[src/design/cdpc_pkg.sv]
// Package for the CDROM, volume and peripheral pin configuration block.
// Assumes one 20 MHz clock domain and no register bus: all bits are ports.
package cdpc_pkg;

   // ----------------------------------------------------------------
   // Address port choices
   // ----------------------------------------------------------------
   localparam logic [11:0] ADDR_PORT_STD  = 12'h279; // Standard port
   localparam logic [11:0] ADDR_PORT_ALT1 = 12'h308; // Serial clock strap high
   localparam logic [11:0] ADDR_PORT_ALT2 = 12'h388; // Serial clock strap low

   // ----------------------------------------------------------------
   // Widths and reset values
   // ----------------------------------------------------------------
   localparam int          VOL_W       = 6;           // Volume field width
   localparam int          CD_ADDR_W   = 12;          // Decoded address width
   localparam logic [5:0]  VOL_RESET   = 6'h00;       // Volume after reset
   localparam logic [5:0]  VOL_MAX     = 6'h3f;       // Volume ceiling
   localparam logic [5:0]  VOL_MIN     = 6'h00;       // Volume floor
   localparam int          SA_HI_LSB   = 12;          // Upper address LSB

   // Role of the three-way pin
   typedef enum logic [1:0] {
      MUX_GEN_OUT,
      MUX_ALT_CS,
      MUX_VOL_DOWN
   } cdpc_mux_role_t;

   // Volume button mode
   typedef enum logic {
      MUTE_ABSENT,
      MUTE_MOMENTARY
   } cdpc_mute_mode_t;

   // Straps sampled when the ISA reset drive falls
   typedef struct packed {
      logic cd_port_en;   // CDROM port enabled
      logic alt_cs_en;    // Alternate select enabled
      logic addr_sel_std; // Standard address port
      logic scl_high;     // Serial clock strap level
   } cdpc_straps_t;

   // Left and right master volume
   typedef struct packed {
      logic [5:0] left;
      logic [5:0] right;
      logic       mute;
   } cdpc_volume_t;

endpackage

[src/design/cdpc_pin_config.sv]
// Pin configuration logic for the CDROM, volume buttons and peripheral pins.
// Assumes all pin inputs are synchronous to ref_clk; straps held during reset.
`timescale 1ns/1ps

// Notes on behaviour
// - Four CDROM pins default to upper address
// - Sample clock strap as reset drive falls
// - Chip select low on base match
// - Mux pin follows general output one
// - Data-out strap low selects alternate select
// - Volume enable makes mux pin volume-down
// - Volume-up low raises both volumes
// - Volume-down low lowers both volumes
// - Mute only with volume pins, format chosen
// - Interrupt forwarded, polarity programmable, high default
// - DMA request forwarded to chosen line
// - ISA DMA acknowledge passed to drive
// - Master clock out unless disable set
// - Address port from two straps
// - Port enable lets three input-only pins be sampled
// - Clock strap low enables CDROM interface
module cdpc_pin_config #(
   parameter int ADDR_W = 12,     // Decoded ISA address width
   parameter int IRQ_N  = 8,      // Selectable ISA interrupt lines
   parameter int DRQ_N  = 4       // Selectable ISA DMA lines
) (
   // Clock, reset and enable
   input  wire logic                 ref_clk,
   input  wire logic                 rst,
   input  wire logic                 clk_en,
   // ISA side
   input  wire logic                 reset_drive,
   input  wire logic [ADDR_W-1:0]    isa_addr,
   input  wire logic                 isa_addr_valid,
   input  wire logic [3:0]           multi_pins_in,
   output logic [3:0]                isa_upper_addr,
   output logic [IRQ_N-1:0]          isa_irq,
   output logic [DRQ_N-1:0]          isa_drq,
   input  wire logic [DRQ_N-1:0]     isa_dack_n,
   // Configuration
   input  wire logic [ADDR_W-1:0]    cd_base,
   input  wire logic [ADDR_W-1:0]    alt_cd_base,
   input  wire logic [$clog2(IRQ_N)-1:0] irq_sel,
   input  wire logic [$clog2(DRQ_N)-1:0] drq_sel,
   input  wire logic                 cd_irq_polarity,
   input  wire logic                 general_output_one,
   input  wire logic                 volume_pins_enable,
   input  wire logic                 volume_format_select,
   input  wire logic                 master_clock_disable,
   input  wire logic                 video_audio_port_enable,
   // Straps
   input  wire logic                 mclk_strap_in,
   input  wire logic                 sdout_strap_in,
   input  wire logic                 port_address_strap,
   input  wire logic                 scl_strap_in,
   // CDROM drive
   output logic                      cd_chip_select_n,
   input  wire logic                 cd_interrupt_in,
   input  wire logic                 cd_dma_request_in,
   output logic                      cd_dma_ack_out_n,
   // Three-way pin
   output logic                      mux_pin_out,
   output logic                      mux_pin_oe,
   input  wire logic                 mux_pin_in,
   // Volume buttons
   input  wire logic                 vol_up_n,
   input  wire logic                 vol_mute_n,
   output cdpc_pkg::cdpc_volume_t    master_volume,
   // Synthesizer clock
   input  wire logic                 xtal_clk_gate_in,
   output logic                      synth_mclk,
   output logic                      synth_mclk_oe,
   // Video-audio port
   input  wire logic [2:0]           va_pins_in,
   output logic                      va_pins_oe,
   output logic                      video_audio_serial_in,
   output logic                      video_audio_lr_clock,
   output logic                      video_audio_bit_clock,
   // Status
   output cdpc_pkg::cdpc_straps_t    straps,
   output logic [11:0]               config_addr_port,
   output cdpc_pkg::cdpc_mux_role_t  mux_role
);

   // ----------------------------------------------------------------
   // Declarations
   // ----------------------------------------------------------------
   cdpc_pkg::cdpc_straps_t straps_ff, nxt_straps;  // Latched straps
   logic                   resdrv_ff, nxt_resdrv;  // Last reset drive
   logic [1:0]             up_sync_ff, nxt_up_sync;     // Up synchroniser
   logic [1:0]             dn_sync_ff, nxt_dn_sync;     // Down synchroniser
   logic [1:0]             mu_sync_ff, nxt_mu_sync;     // Mute synchroniser
   logic                   up_last_ff, nxt_up_last;     // Up edge history
   logic                   dn_last_ff, nxt_dn_last;     // Down edge history
   logic                   mu_last_ff, nxt_mu_last;     // Mute edge history
   cdpc_pkg::cdpc_volume_t vol_ff, nxt_vol;             // Master volume
   logic                   cs_ff, nxt_cs;               // Chip select
   logic                   acs_ff, nxt_acs;             // Alternate select
   logic                   mux_out_ff, nxt_mux_out;     // Mux pin level
   logic                   irq_lvl;                     // Interrupt level
   logic [2:0]             va_ff, nxt_va;               // Port samples
   cdpc_pkg::cdpc_mux_role_t role;                      // Mux pin role

   // Address match against a programmed base
   function automatic logic addr_hit(input logic [ADDR_W-1:0] a,
                                     input logic [ADDR_W-1:0] b,
                                     input logic              v);
      addr_hit = v && (a == b);
   endfunction

   // Saturating one-step volume change
   function automatic logic [5:0] vol_step(input logic [5:0] v,
                                           input logic       up,
                                           input logic       dn);
      vol_step = v;
      if (up && !dn && v != cdpc_pkg::VOL_MAX) begin
         vol_step = v + 6'h01;
      end else if (dn && !up && v != cdpc_pkg::VOL_MIN) begin
         vol_step = v - 6'h01;
      end
   endfunction

   // ----------------------------------------------------------------
   // Strap capture
   // ----------------------------------------------------------------
   // Straps are caught on the falling edge of the reset drive
   always_comb begin
      nxt_resdrv = reset_drive;
      nxt_straps = straps_ff;
      if (resdrv_ff && !reset_drive) begin
         nxt_straps.cd_port_en   = !mclk_strap_in;
         nxt_straps.alt_cs_en    = !sdout_strap_in;
         nxt_straps.addr_sel_std = port_address_strap;
         nxt_straps.scl_high     = scl_strap_in;
      end
   end

   // Register strap state
   always_ff @(posedge ref_clk or posedge rst) begin
      if (rst) begin
         resdrv_ff <= 1'b1;
         straps_ff <= '{cd_port_en: 1'b0, alt_cs_en: 1'b0,
                        addr_sel_std: 1'b1, scl_high: 1'b1};
      end else if (clk_en) begin
         resdrv_ff <= nxt_resdrv;
         straps_ff <= nxt_straps;
      end
   end

   // ----------------------------------------------------------------
   // Pin roles and chip selects
   // ----------------------------------------------------------------
   // Volume enable beats alternate select beats general output
   always_comb begin
      if (volume_pins_enable) begin
         role = cdpc_pkg::MUX_VOL_DOWN;
      end else if (straps_ff.alt_cs_en) begin
         role = cdpc_pkg::MUX_ALT_CS;
      end else begin
         role = cdpc_pkg::MUX_GEN_OUT;
      end
   end

   // Next chip select and mux pin levels
   always_comb begin
      nxt_cs  = !(straps_ff.cd_port_en &&
                  addr_hit(isa_addr, cd_base, isa_addr_valid));
      nxt_acs = !addr_hit(isa_addr, alt_cd_base, isa_addr_valid);
      case (role)
         cdpc_pkg::MUX_GEN_OUT:  nxt_mux_out = general_output_one;
         cdpc_pkg::MUX_ALT_CS:   nxt_mux_out = nxt_acs;
         cdpc_pkg::MUX_VOL_DOWN: nxt_mux_out = 1'b1;
         default:                nxt_mux_out = 1'b1;
      endcase
   end

   // Register chip selects
   always_ff @(posedge ref_clk or posedge rst) begin
      if (rst) begin
         cs_ff      <= 1'b1;
         acs_ff     <= 1'b1;
         mux_out_ff <= 1'b0;
      end else if (clk_en) begin
         cs_ff      <= nxt_cs;
         acs_ff     <= nxt_acs;
         mux_out_ff <= nxt_mux_out;
      end
   end

   // ----------------------------------------------------------------
   // Volume buttons
   // ----------------------------------------------------------------
   // Synchronise buttons and step once per falling edge
   always_comb begin
      nxt_up_sync = {up_sync_ff[0], vol_up_n};
      nxt_dn_sync = {dn_sync_ff[0], mux_pin_in};
      nxt_mu_sync = {mu_sync_ff[0], vol_mute_n};
      nxt_up_last = up_sync_ff[1];
      nxt_dn_last = dn_sync_ff[1];
      nxt_mu_last = mu_sync_ff[1];
      nxt_vol     = vol_ff;
      if (volume_pins_enable) begin
         nxt_vol.left = vol_step(vol_ff.left,
                                 up_last_ff && !up_sync_ff[1],
                                 dn_last_ff && !dn_sync_ff[1]);
         nxt_vol.right = vol_step(vol_ff.right,
                                  up_last_ff && !up_sync_ff[1],
                                  dn_last_ff && !dn_sync_ff[1]);
         // Momentary mute toggles; absent format ignores it
         if (volume_format_select == cdpc_pkg::MUTE_MOMENTARY &&
             mu_last_ff && !mu_sync_ff[1]) begin
            nxt_vol.mute = !vol_ff.mute;
         end
      end
   end

   // Register button state and volume
   always_ff @(posedge ref_clk or posedge rst) begin
      if (rst) begin
         up_sync_ff <= 2'h3;
         dn_sync_ff <= 2'h3;
         mu_sync_ff <= 2'h3;
         up_last_ff <= 1'b1;
         dn_last_ff <= 1'b1;
         mu_last_ff <= 1'b1;
         vol_ff     <= '{left: cdpc_pkg::VOL_RESET,
                         right: cdpc_pkg::VOL_RESET, mute: 1'b0};
      end else if (clk_en) begin
         up_sync_ff <= nxt_up_sync;
         dn_sync_ff <= nxt_dn_sync;
         mu_sync_ff <= nxt_mu_sync;
         up_last_ff <= nxt_up_last;
         dn_last_ff <= nxt_dn_last;
         mu_last_ff <= nxt_mu_last;
         vol_ff     <= nxt_vol;
      end
   end

   // ----------------------------------------------------------------
   // Video-audio port sampling
   // ----------------------------------------------------------------
   // Pins are sampled only while the port is enabled
   always_comb begin
      nxt_va = video_audio_port_enable ? va_pins_in : 3'h0;
   end

   // Register port samples
   always_ff @(posedge ref_clk or posedge rst) begin
      if (rst) begin
         va_ff <= 3'h0;
      end else if (clk_en) begin
         va_ff <= nxt_va;
      end
   end

   // ----------------------------------------------------------------
   // Pass-through and outputs
   // ----------------------------------------------------------------
   // Polarity bit set inverts the input; clear keeps it active high
   assign irq_lvl = cd_interrupt_in ^ cd_irq_polarity;
   // Route interrupt and DMA request to the chosen ISA lines
   always_comb begin
      isa_irq = '0;
      isa_drq = '0;
      if (straps_ff.cd_port_en) begin
         isa_irq[irq_sel] = irq_lvl;
         isa_drq[drq_sel] = cd_dma_request_in;
      end
   end
   // Acknowledge of the selected channel goes to the drive
   assign cd_dma_ack_out_n = straps_ff.cd_port_en ?
                             isa_dack_n[drq_sel] : 1'b1;
   // Upper address pins unless the CDROM port took them
   assign isa_upper_addr   = straps_ff.cd_port_en ? 4'h0
                                                  : multi_pins_in;
   assign cd_chip_select_n = cs_ff;
   // Master clock gated by the disable bit
   assign synth_mclk    = xtal_clk_gate_in && !master_clock_disable;
   assign synth_mclk_oe = !rst && !reset_drive;
   // Address port selection from the latched straps
   assign config_addr_port = straps_ff.addr_sel_std ? cdpc_pkg::ADDR_PORT_STD :
                             straps_ff.scl_high ? cdpc_pkg::ADDR_PORT_ALT1 :
                             cdpc_pkg::ADDR_PORT_ALT2;
   // Mux pin drives except as volume-down input
   assign mux_pin_out = mux_out_ff;
   assign mux_pin_oe  = (role != cdpc_pkg::MUX_VOL_DOWN);
   assign mux_role    = role;
   // Port pins are inputs only, so they are never driven
   assign va_pins_oe            = 1'b0;
   assign video_audio_serial_in = va_ff[0];
   assign video_audio_lr_clock  = va_ff[1];
   assign video_audio_bit_clock = va_ff[2];
   assign master_volume         = vol_ff;
   assign straps                = straps_ff;

endmodule

[config.mk]
export PLATFORM = sky130hd
export DESIGN_NAME = cdpc_pin_config
export DESIGN_NICKNAME = d
export VERILOG_FILES = /design/src/design/cdpc_pkg.sv /design/src/design/cdpc_pin_config.sv
export SDC_FILE = /design/constraint.sdc
export NUM_CORES = 1
export LEC_CHECK = 0
export BUFFER_PORTS_ARGS = -buffer_cell sky130_fd_sc_hd__buf_2
export CORE_ASPECT_RATIO = 2
export CORE_MARGIN = 2
export CORE_UTILIZATION = 30
export DETAILED_ROUTE_END_ITERATION = 10
export SLEW_MARGIN = 5
export SYNTH_ARGS = -nofsm -noshare
export SYNTH_HDL_FRONTEND = slang
export SYNTH_SLANG_ARGS = --single-unit
[constraint.sdc]
create_clock -name ref_clk -period 3.73 [get_ports ref_clk]
set_input_delay 0.5595 -clock ref_clk [delete_from_list [all_inputs] [get_ports ref_clk]]
set_output_delay 0.5595 -clock ref_clk [all_outputs]
set_load 0.01 [all_outputs]
**Yosys cells after proc, flatten, opt, wreduce, memory -nomap -nowiden**

Index checks and enable logic that the tools add are counted.
Widths: inputs -> output; s select.

- Output and inout bits: 57
- Register bits: 32
- Logic and storage cells: 94

- Order comparisons: 4
- Reduce and logical (&&, ||, !) cells: 40
- Add/sub/neg operators: 4
- Bitwise gates (word level): 3
- Multiplexer cells: 20
- Equal/unequal tests: 6

Operators with widths:

| operator | number |
|---|---|
| $eq 12x12->1 | 2 |
| $mux 6 | 4 |
| $logic_and 1x1->1 | 18 |
| $mux 8 | 2 |
| $logic_not 1->1 | 13 |
| $add 6x1->6 const B | 2 |
| $ne 6x6->1 const B | 2 |
| $reduce_bool 6->1 | 2 |
| $sub 6x1->6 const B | 2 |
| $mux 9 | 1 |
| $reduce_and 3->1 | 3 |
| $and 8x8->8 | 1 |
| $mux 4 | 2 |
| $mux 1 | 5 |
| $and 4x4->4 | 1 |
| $lt 3x4->1 const B | 1 |
| $reduce_bool 2->1 | 2 |
| $demux 1 s3 | 1 |
| $ge 3x1->1 const B | 1 |
| $lt 2x3->1 const B | 1 |
| $mux 3 | 1 |
| $bmux 1 s2 | 1 |
| $demux 1 s2 | 1 |
| $eq 2x1->1 const B | 1 |
| 7 further kinds | 7 |

**Depth between registers and ports, before layout**

Gate-level depths: netlist of the first run.

- Depth after elaboration: 7
- Gate-level depth with buffers: 8

**Worst setup path after synthesis of the first run**

No wires, ideal clock.

- Path type: reg-to-reg
- Start: reg vol_ff, in the netlist master_volume[1]
- End: reg vol_ff, in the netlist master_volume[6]
- Data arrival time: 2294 ps
- Path slack: 1308 ps
- Stages on the path, launching flop included: 9
- Library setup time: 128 ps
- Path through: dfrtp_1 > nand4_1 > o211ai_1 > ha_1 > a211oi_1 > o21bai_1 > a21oi_1 > mux2_2 > xor2_1

- Longest elaborated chain between the ends: 4

RTL lines:

| element | RTL line | text |
|---|---|---|
| start, declared | cdpc_pin_config.sv:96 | `cdpc_pkg::cdpc_volume_t vol_ff, nxt_vol;` |
| start signal, assigned | cdpc_pin_config.sv:226 | `vol_ff <= '{left: cdpc_pkg::VOL_RESET,` |
| start signal, assigned | cdpc_pin_config.sv:235 | `vol_ff <= nxt_vol;` |
| parallel branches: the longest is 4 deep, another holds $sub 6x1->6 | n/a |  |

Parallel ways; which one is timed is not known. The select of a mux whose other input is x is not followed.
A chain may end at the register's enable or synchronous reset.

**Worst setup path after layout of the first run**

Ends and elaborated chain as after synthesis.

==> results of run 1 <==
[Yosys cell counts, types with 3 or more instances]
cell / instances
dfrtp_1: 19
xor2_1: 19
xnor2_1: 17
dfstp_2: 13
mux2_2: 13
nor2_1: 13
buf_4: 12
ha_1: 8
mux2_1: 8
nand2_1: 8
inv_1: 7
nand4_1: 7
nor2b_1: 7
o21ai_0: 7
a21oi_1: 6
nand3_1: 5
nor3_1: 5
a21o_1: 4
nand2b_1: 4
nor4_1: 3
[cells in the final DEF, fill, tap and decap left out, types with 7 or more instances in the layout]
master   count
buf_2      122
conb_1       7
dfrtp_1     19
dfstp_2     13
ha_1         8
inv_1        7
mux2_1       8
mux2_2      13
nand2_1      8
nand4_1      7
nor2_1      13
nor2b_1      7
o21ai_0      7
xnor2_1     17
xor2_1      19
[worst max-delay path by stage]
stage | to | slack, ps | depth (start not counted)
after floorplan | master_volume[6]$_DFFE_PP0P_ | 1310 | 8
after global placement | master_volume[6]$_DFFE_PP0P_ | 1190 | 8
after detailed placement | master_volume[6]$_DFFE_PP0P_ | 1070 | 8
after CTS | master_volume[6]$_DFFE_PP0P_ | 1060 | 8
after global routing | master_volume[6]$_DFFE_PP0P_ | 880 | 8
final | master_volume[6]$_DFFE_PP0P_ | 1060 | 8
[flip-flops by register name, summed over array words and instances (netlist names)]
name,count
dn_last_ff,1
up_sync_ff,2
va_ff,3
cd_chip_select_n,1
resdrv_ff,1
master_volume,13
mu_sync_ff,2
up_last_ff,1
mu_last_ff,1
mux_pin_out,1
dn_sync_ff,2
straps,4
[cell type report]
class,count,area share (%)
clock buffer,6,4.235
clock inverter,2,1.151
inverter,7,0.8635
multi-input combinational,166,42.56
sequential,32,26.85
tap,92,3.783
timing repair buffer,124,20.56
[layer usage]
metal / part of all wire, % / global-route usage [%]
met4: 3.5 / 7.885
met1: 32 / 13.90
met5: 0 / 0
met2: 56 / 28.87
met3: 8.4 / 3.393
[stage by stage]
stage          worst slack (ps)  std cells  total power [mW]  area [um2]  utilization, %
6_report                   1057        429             1.862        3043           42.19
5_1_grt                   878.2        429             1.999        3043           42.19
4_1_cts                    1060        429             1.891        3043           42.19
3_5_place_dp               1071        421             1.414        2879           39.92
3_3_place_gp               1192        421             1.390        2879           39.92
2_1_floorplan              1308        220             1.144        2240               -
[worst max-delay path, delay by kind of cell (launching register included)]
| family | cells | cell delay [ps] |
|---|---|---|
| and+or+nand+nor | 1 | 130 |
| muxes | 1 | 350 |
| adders and majority gates | 1 | 370 |
| AOI/OAI and AO/OA | 4 | 1100 |
| xor gates and xnor gates | 1 | 140 |
| DFF | 1 | 480 |
[cells by family (layout without fill, tap and decap cells)]
logic type / count (synthesis) / count (layout)
adder cells (fa/ha/maj): 10 / 10
AND/OR/NAND/NOR: 58 / 58
XOR/XNOR: 36 / 36
flip-flops: 32 / 32
multiplexers: 23 / 23
other: 2 / 7
buffers and inverters: 22 / 139
AO/OA/AOI/OAI: 32 / 32
[report_power, final]
group          internal [mW]  total, mW  switching (mW)
Clock                  0.314      0.465           0.151
Sequential             0.465      0.615           0.151
Combinational          0.394      0.781           0.387
==> results.json, run 1 <==
{
  "status": "finished, final reports clean",
  "power_leakage_nw": 1.459,
  "hold_viol_final": 0,
  "synth_compound_area_share_pct": 10.54,
  "fin_skew_ps": 4.401,
  "seq_area_frac_synth_pct": 36.79,
  "maxCapViolCount": 0,
  "cts_setup_buffers": 0,
  "dieArea_um2": 8149,
  "core_um2": 7212,
  "htree_levels": 2,
  "clk_pin_slew_worst_paths_ps": 60,
  "required_ps": 3890,
  "period_minus_slack_ps": 2673,
  "tightestPinTransition_ps": 1105,
  "drive_gt1_share_pct": 48.96,
  "multi_input_area_um2": 1295,
  "arrival_ps": 2830,
  "muxShareOfSynthArea_pct": 12.11,
  "worst_hold_path_type": "reg -> reg",
  "crit_chain": "nand4_1 > o211ai_1 > ha_1 > a211oi_1 > o21bai_1 > a21oi_1 > mux2_2 > xor2_1",
  "clockRootBuffer": "clkbuf_16",
  "antenna_found_initial": 0,
  "holdWs_ps": 466.1,
  "cts_hold_buf": 0,
  "wl_mm": 5.813,
  "crit_path_max_incr_delay_ps": 580,
  "synthAdderAreaFrac_pct": 6.310,
  "finalSetupTns_ps": 0,
  "grt_pass1_wl_mm": 9.321,
  "routabilityCongestion": 0.7706,
  "ir_drop_uv": 167.7,
  "min_from": "master_volume[0]$_DFFE_PP0P_",
  "grt_start_max_net_pins": 29,
  "ys_types": 40,
  "slowest_stage": "o211ai_1",
  "syn_area_um2": 2221,
  "initial_core_util_pct": 30.79,
  "die_w_um": 64.84,
  "post_drt_wl_per_cell_um": 13.55,
  "max_freq_mhz": 374.1,
  "yosys.area_share.simple_pct": 13.97,
  "synth_top_cell_area_share_pct": 21.41,
  "synthTopCellsByArea": "dfrtp_1, dfstp_2, xor2_1",
  "grt-ovfl-total": 0,
  "cp_max_fo": 7,
  "r2r_cells": 8,
  "antennaDiodeCount": 0,
  "finalCritPeriodShare_pct": 71.66,
  "drc": 0,
  "clockBufferDepth": 2,
  "post_cts_resized": 0,
  "via_count": 2028,
  "fillers": 752,
  "syn_to_final_growth_pct": 37.01,
  "synth_edf_count": 0,
  "hold_path_depth": 1,
  "setup_violations": 0,
  "rsz0062_at_grt": "false",
  "grt_pass1_vias": 2047,
  "yosysWarnings": 0,
  "startpoint": "master_volume[1]$_DFFE_PP0P_",
  "row_count": 44,
  "track_usage_pct": 15.00,
  "power.density_nw_per_um2": 611.8,
  "r2r_start": "master_volume[1]$_DFFE_PP0P_",
  "synthCells": 215,
  "drtPass1Iterations": 4,
  "drt-initial-drc-count": 57,
  "cp-end-kind": "flip-flop",
  "synth_seq_cells": 32,
  "synth_top_family_by_area": "XOR/XNOR gates",
  "hold_end": "master_volume[0]$_DFFE_PP0P_",
  "synth_largest_area_cell": "dfrtp_1",
  "seq_area_um2": 817.0,
  "dpl.hpwl_mm": 4.895,
  "syn_area_per_cell_um2": 10.33,
  "synth_ff_type": "dfrtp_1",
  "die_h_um": 125.7,
  "final_nets": 419,
  "cts_made_buffers": 5,
  "vias_per_cell": 4.727,
  "cts_tree": "yes",
  "io_pins": 130,
  "clock_sinks": 32,
  "crit_type": "reg -> reg",
  "worstSetupStartpointType": "flip-flop",
  "r2r_end": "master_volume[6]$_DFFE_PP0P_",
  "synth_xor_area_share_pct": 14.20,
  "async_flop_share_pct": 100.0,
  "rrSetupSlack_ps": 1060,
  "relSlewSlack_pct": 26.28,
  "ant_nets": 0,
  "drv_slew": 0,
  "portBuffers": 122,
  "clk-insertion-delay-late_ps": 280
}
Power figures use the tool's default switching activity.
==> inputs of run 2 (changes only) <==
- clock period: 3.73 -> 2.5 ns (I/O delays scaled with it)
==> run 2 against run 1 <==
Effect of this change: register-to-register slack got worse by 930 ps; flip-flop and latch count unchanged; clock skew increased by 0.56 ps; cell area increased by 5.6%; die area unchanged; sequential power increased by 30%; via count increased by 3.9%; largest power group unchanged; core utilization increased by 2.3 points.
==> results.json, run 2 (same netlist as run 1, synthesis figures left out) <==
{
  "status": "finished, final reports clean",
  "die_w_um": 64.84,
  "routabilityCongestion": 0.7919,
  "fin_util_pct": 44.54,
  "hold_viol_final": 0,
  "cts_tree": "yes",
  "grt_pass1_wl_mm": 9.846,
  "clock_sinks": 32,
  "drc": 0,
  "power.density_nw_per_um2": 936.8,
  "worstSetupStartpointType": "flip-flop",
  "row_count": 44,
  "track_usage_pct": 16.01,
  "antenna_found_initial": 0,
  "core_um2": 7212,
  "dpl.hpwl_mm": 5.075,
  "final_nets": 439,
  "clockBufferDepth": 2,
  "final_common_cell": "buf_2",
  "grt_pass1_vias": 2197,
  "holdWs_ps": 184.2,
  "antennaDiodeCount": 0,
  "syn_to_final_growth_pct": 44.62,
  "largest_reg_flops": 13,
  "htree_levels": 2,
  "arrival_ps": 2540,
  "drive_gt1_share_pct": 52.66,
  "setup_violations": 0,
  "clk-insertion-delay-late_ps": 290,
  "power_leakage_nw": 1.563,
  "tightestPinTransition_ps": 499.0,
  "ant_nets": 0,
  "wl_mm": 6.131,
  "cts_made_buffers": 5,
  "r2r_start": "up_last_ff$_DFFE_PP1P_",
  "clk_pin_slew_worst_paths_ps": 60,
  "drtPass1Iterations": 4,
  "die_h_um": 125.7,
  "ir_drop_uv": 347.6,
  "post_drt_wl_per_cell_um": 13.65,
  "initial_core_util_pct": 30.79,
  "drt-initial-drc-count": 53,
  "drv_slew": 0,
  "grt-ovfl-total": 0,
  "via_count": 2107,
  "max_freq_mhz": 421.4,
  "fin_skew_ps": 4.958,
  "maxCapViolCount": 0,
  "required_ps": 2670,
  "crit_type": "reg -> reg",
  "dieArea_um2": 8149,
  "clockRootBuffer": "clkbuf_16",
  "worst_hold_path_type": "in -> async",
  "startpoint": "up_last_ff$_DFFE_PP1P_",
  "final_area_um2": 3212,
  "cp-end-kind": "flip-flop",
  "period_minus_slack_ps": 2373,
  "finalCritPeriodShare_pct": 94.93,
  "r2r_cells": 8,
  "io_pins": 130,
  "vias_per_cell": 4.693,
  "relSlewSlack_pct": 66.43,
  "final_cell_mix": "buf_2, buf_4, xor2_1, dfrtp_1, xnor2_1",
  "portBuffers": 122,
  "placed_cell_area_um2": 2992,
  "cp_max_fo": 5,
  "finalSetupTns_ps": 0,
  "grt_start_max_net_pins": 33,
  "fillers": 752
}
## run 2: changes by cell type in the layout (fill, tap and decap cells not counted), sizes merged
cell,previous run,this run
buf,124,144
clkinvlp,0,1
clkbuf,6,5
## run 2: per-stage QoR
stage               std cells  worst slack [ps]  power (mW)
floorplan                 220             78.18       1.706
global placement          436             51.17       2.241
detailed placement        436            -37.40       2.281
CTS                       445             6.078       3.005
global route              449            -15.16       3.247
finish                    449             126.8       3.009
## run 2: report_power, final
part           internal [mW]  switching, mW  leakage [nW]
registers              0.694          0.102         0.365
clock network          0.468          0.237        0.0798
logic                  0.763          0.745          1.12
total                   1.92           1.08          1.56
## run 2: timing repair
item	4_1_cts	5_1_grt
resized for setup	0	4
pin swaps	1	4
endpoints found under the setup margin	1	4
hold buffers	0	0
buffers inserted	1	4
## run 2: final cells by class
type                       count  area [um2]  area share, %
tap                           92       115.1          3.584
multi-input combinational    166        1310          40.79
sequential                    32       817.0          25.44
clock buffer                   5       125.1          3.896
inverter                       7       26.28         0.8181
timing repair buffer         144       775.7          24.15
clock inverter                 3       42.54          1.325
## run 2: path summary, 6_finish.rpt
kind	to	slack, ps
min in group ref_clk	straps[2]$_DFFE_PP0P_	280
worst max-delay path	master_volume[11]$_DFFE_PP0P_	130
max in group asynchronous	dn_sync_ff[1]$_DFFE_PP1P_	1970
worst min register to register	master_volume[0]$_DFFE_PP0P_	470
worst max register to register	master_volume[11]$_DFFE_PP0P_	130
worst min-delay path	master_volume[1]$_DFFE_PP0P_	180
## run 2: routing by layer
| metal | routed length (um) | GRT usage [%] | up-vias |
|---|---|---|---|
| met1 | 1991 | 14.46 | 971 |
| met2 | 3499 | 31.72 | 112 |
| met5 | 0 | 0 | - |
| met4 | 135 | 6.383 | 0 |
| met3 | 504 | 4.375 | 7 |
| li1 | - | - | 1017 |
## run 2: worst max-delay path, cell delays in order, from the launching register on
cell	delay [ps]
dfstp_2	520
nor2b_4	160
o211ai_1	200
buf_4	210
fa_1	390
a21o_1	170
a21oi_1	210
xnor2_1	90
mux2_1	300
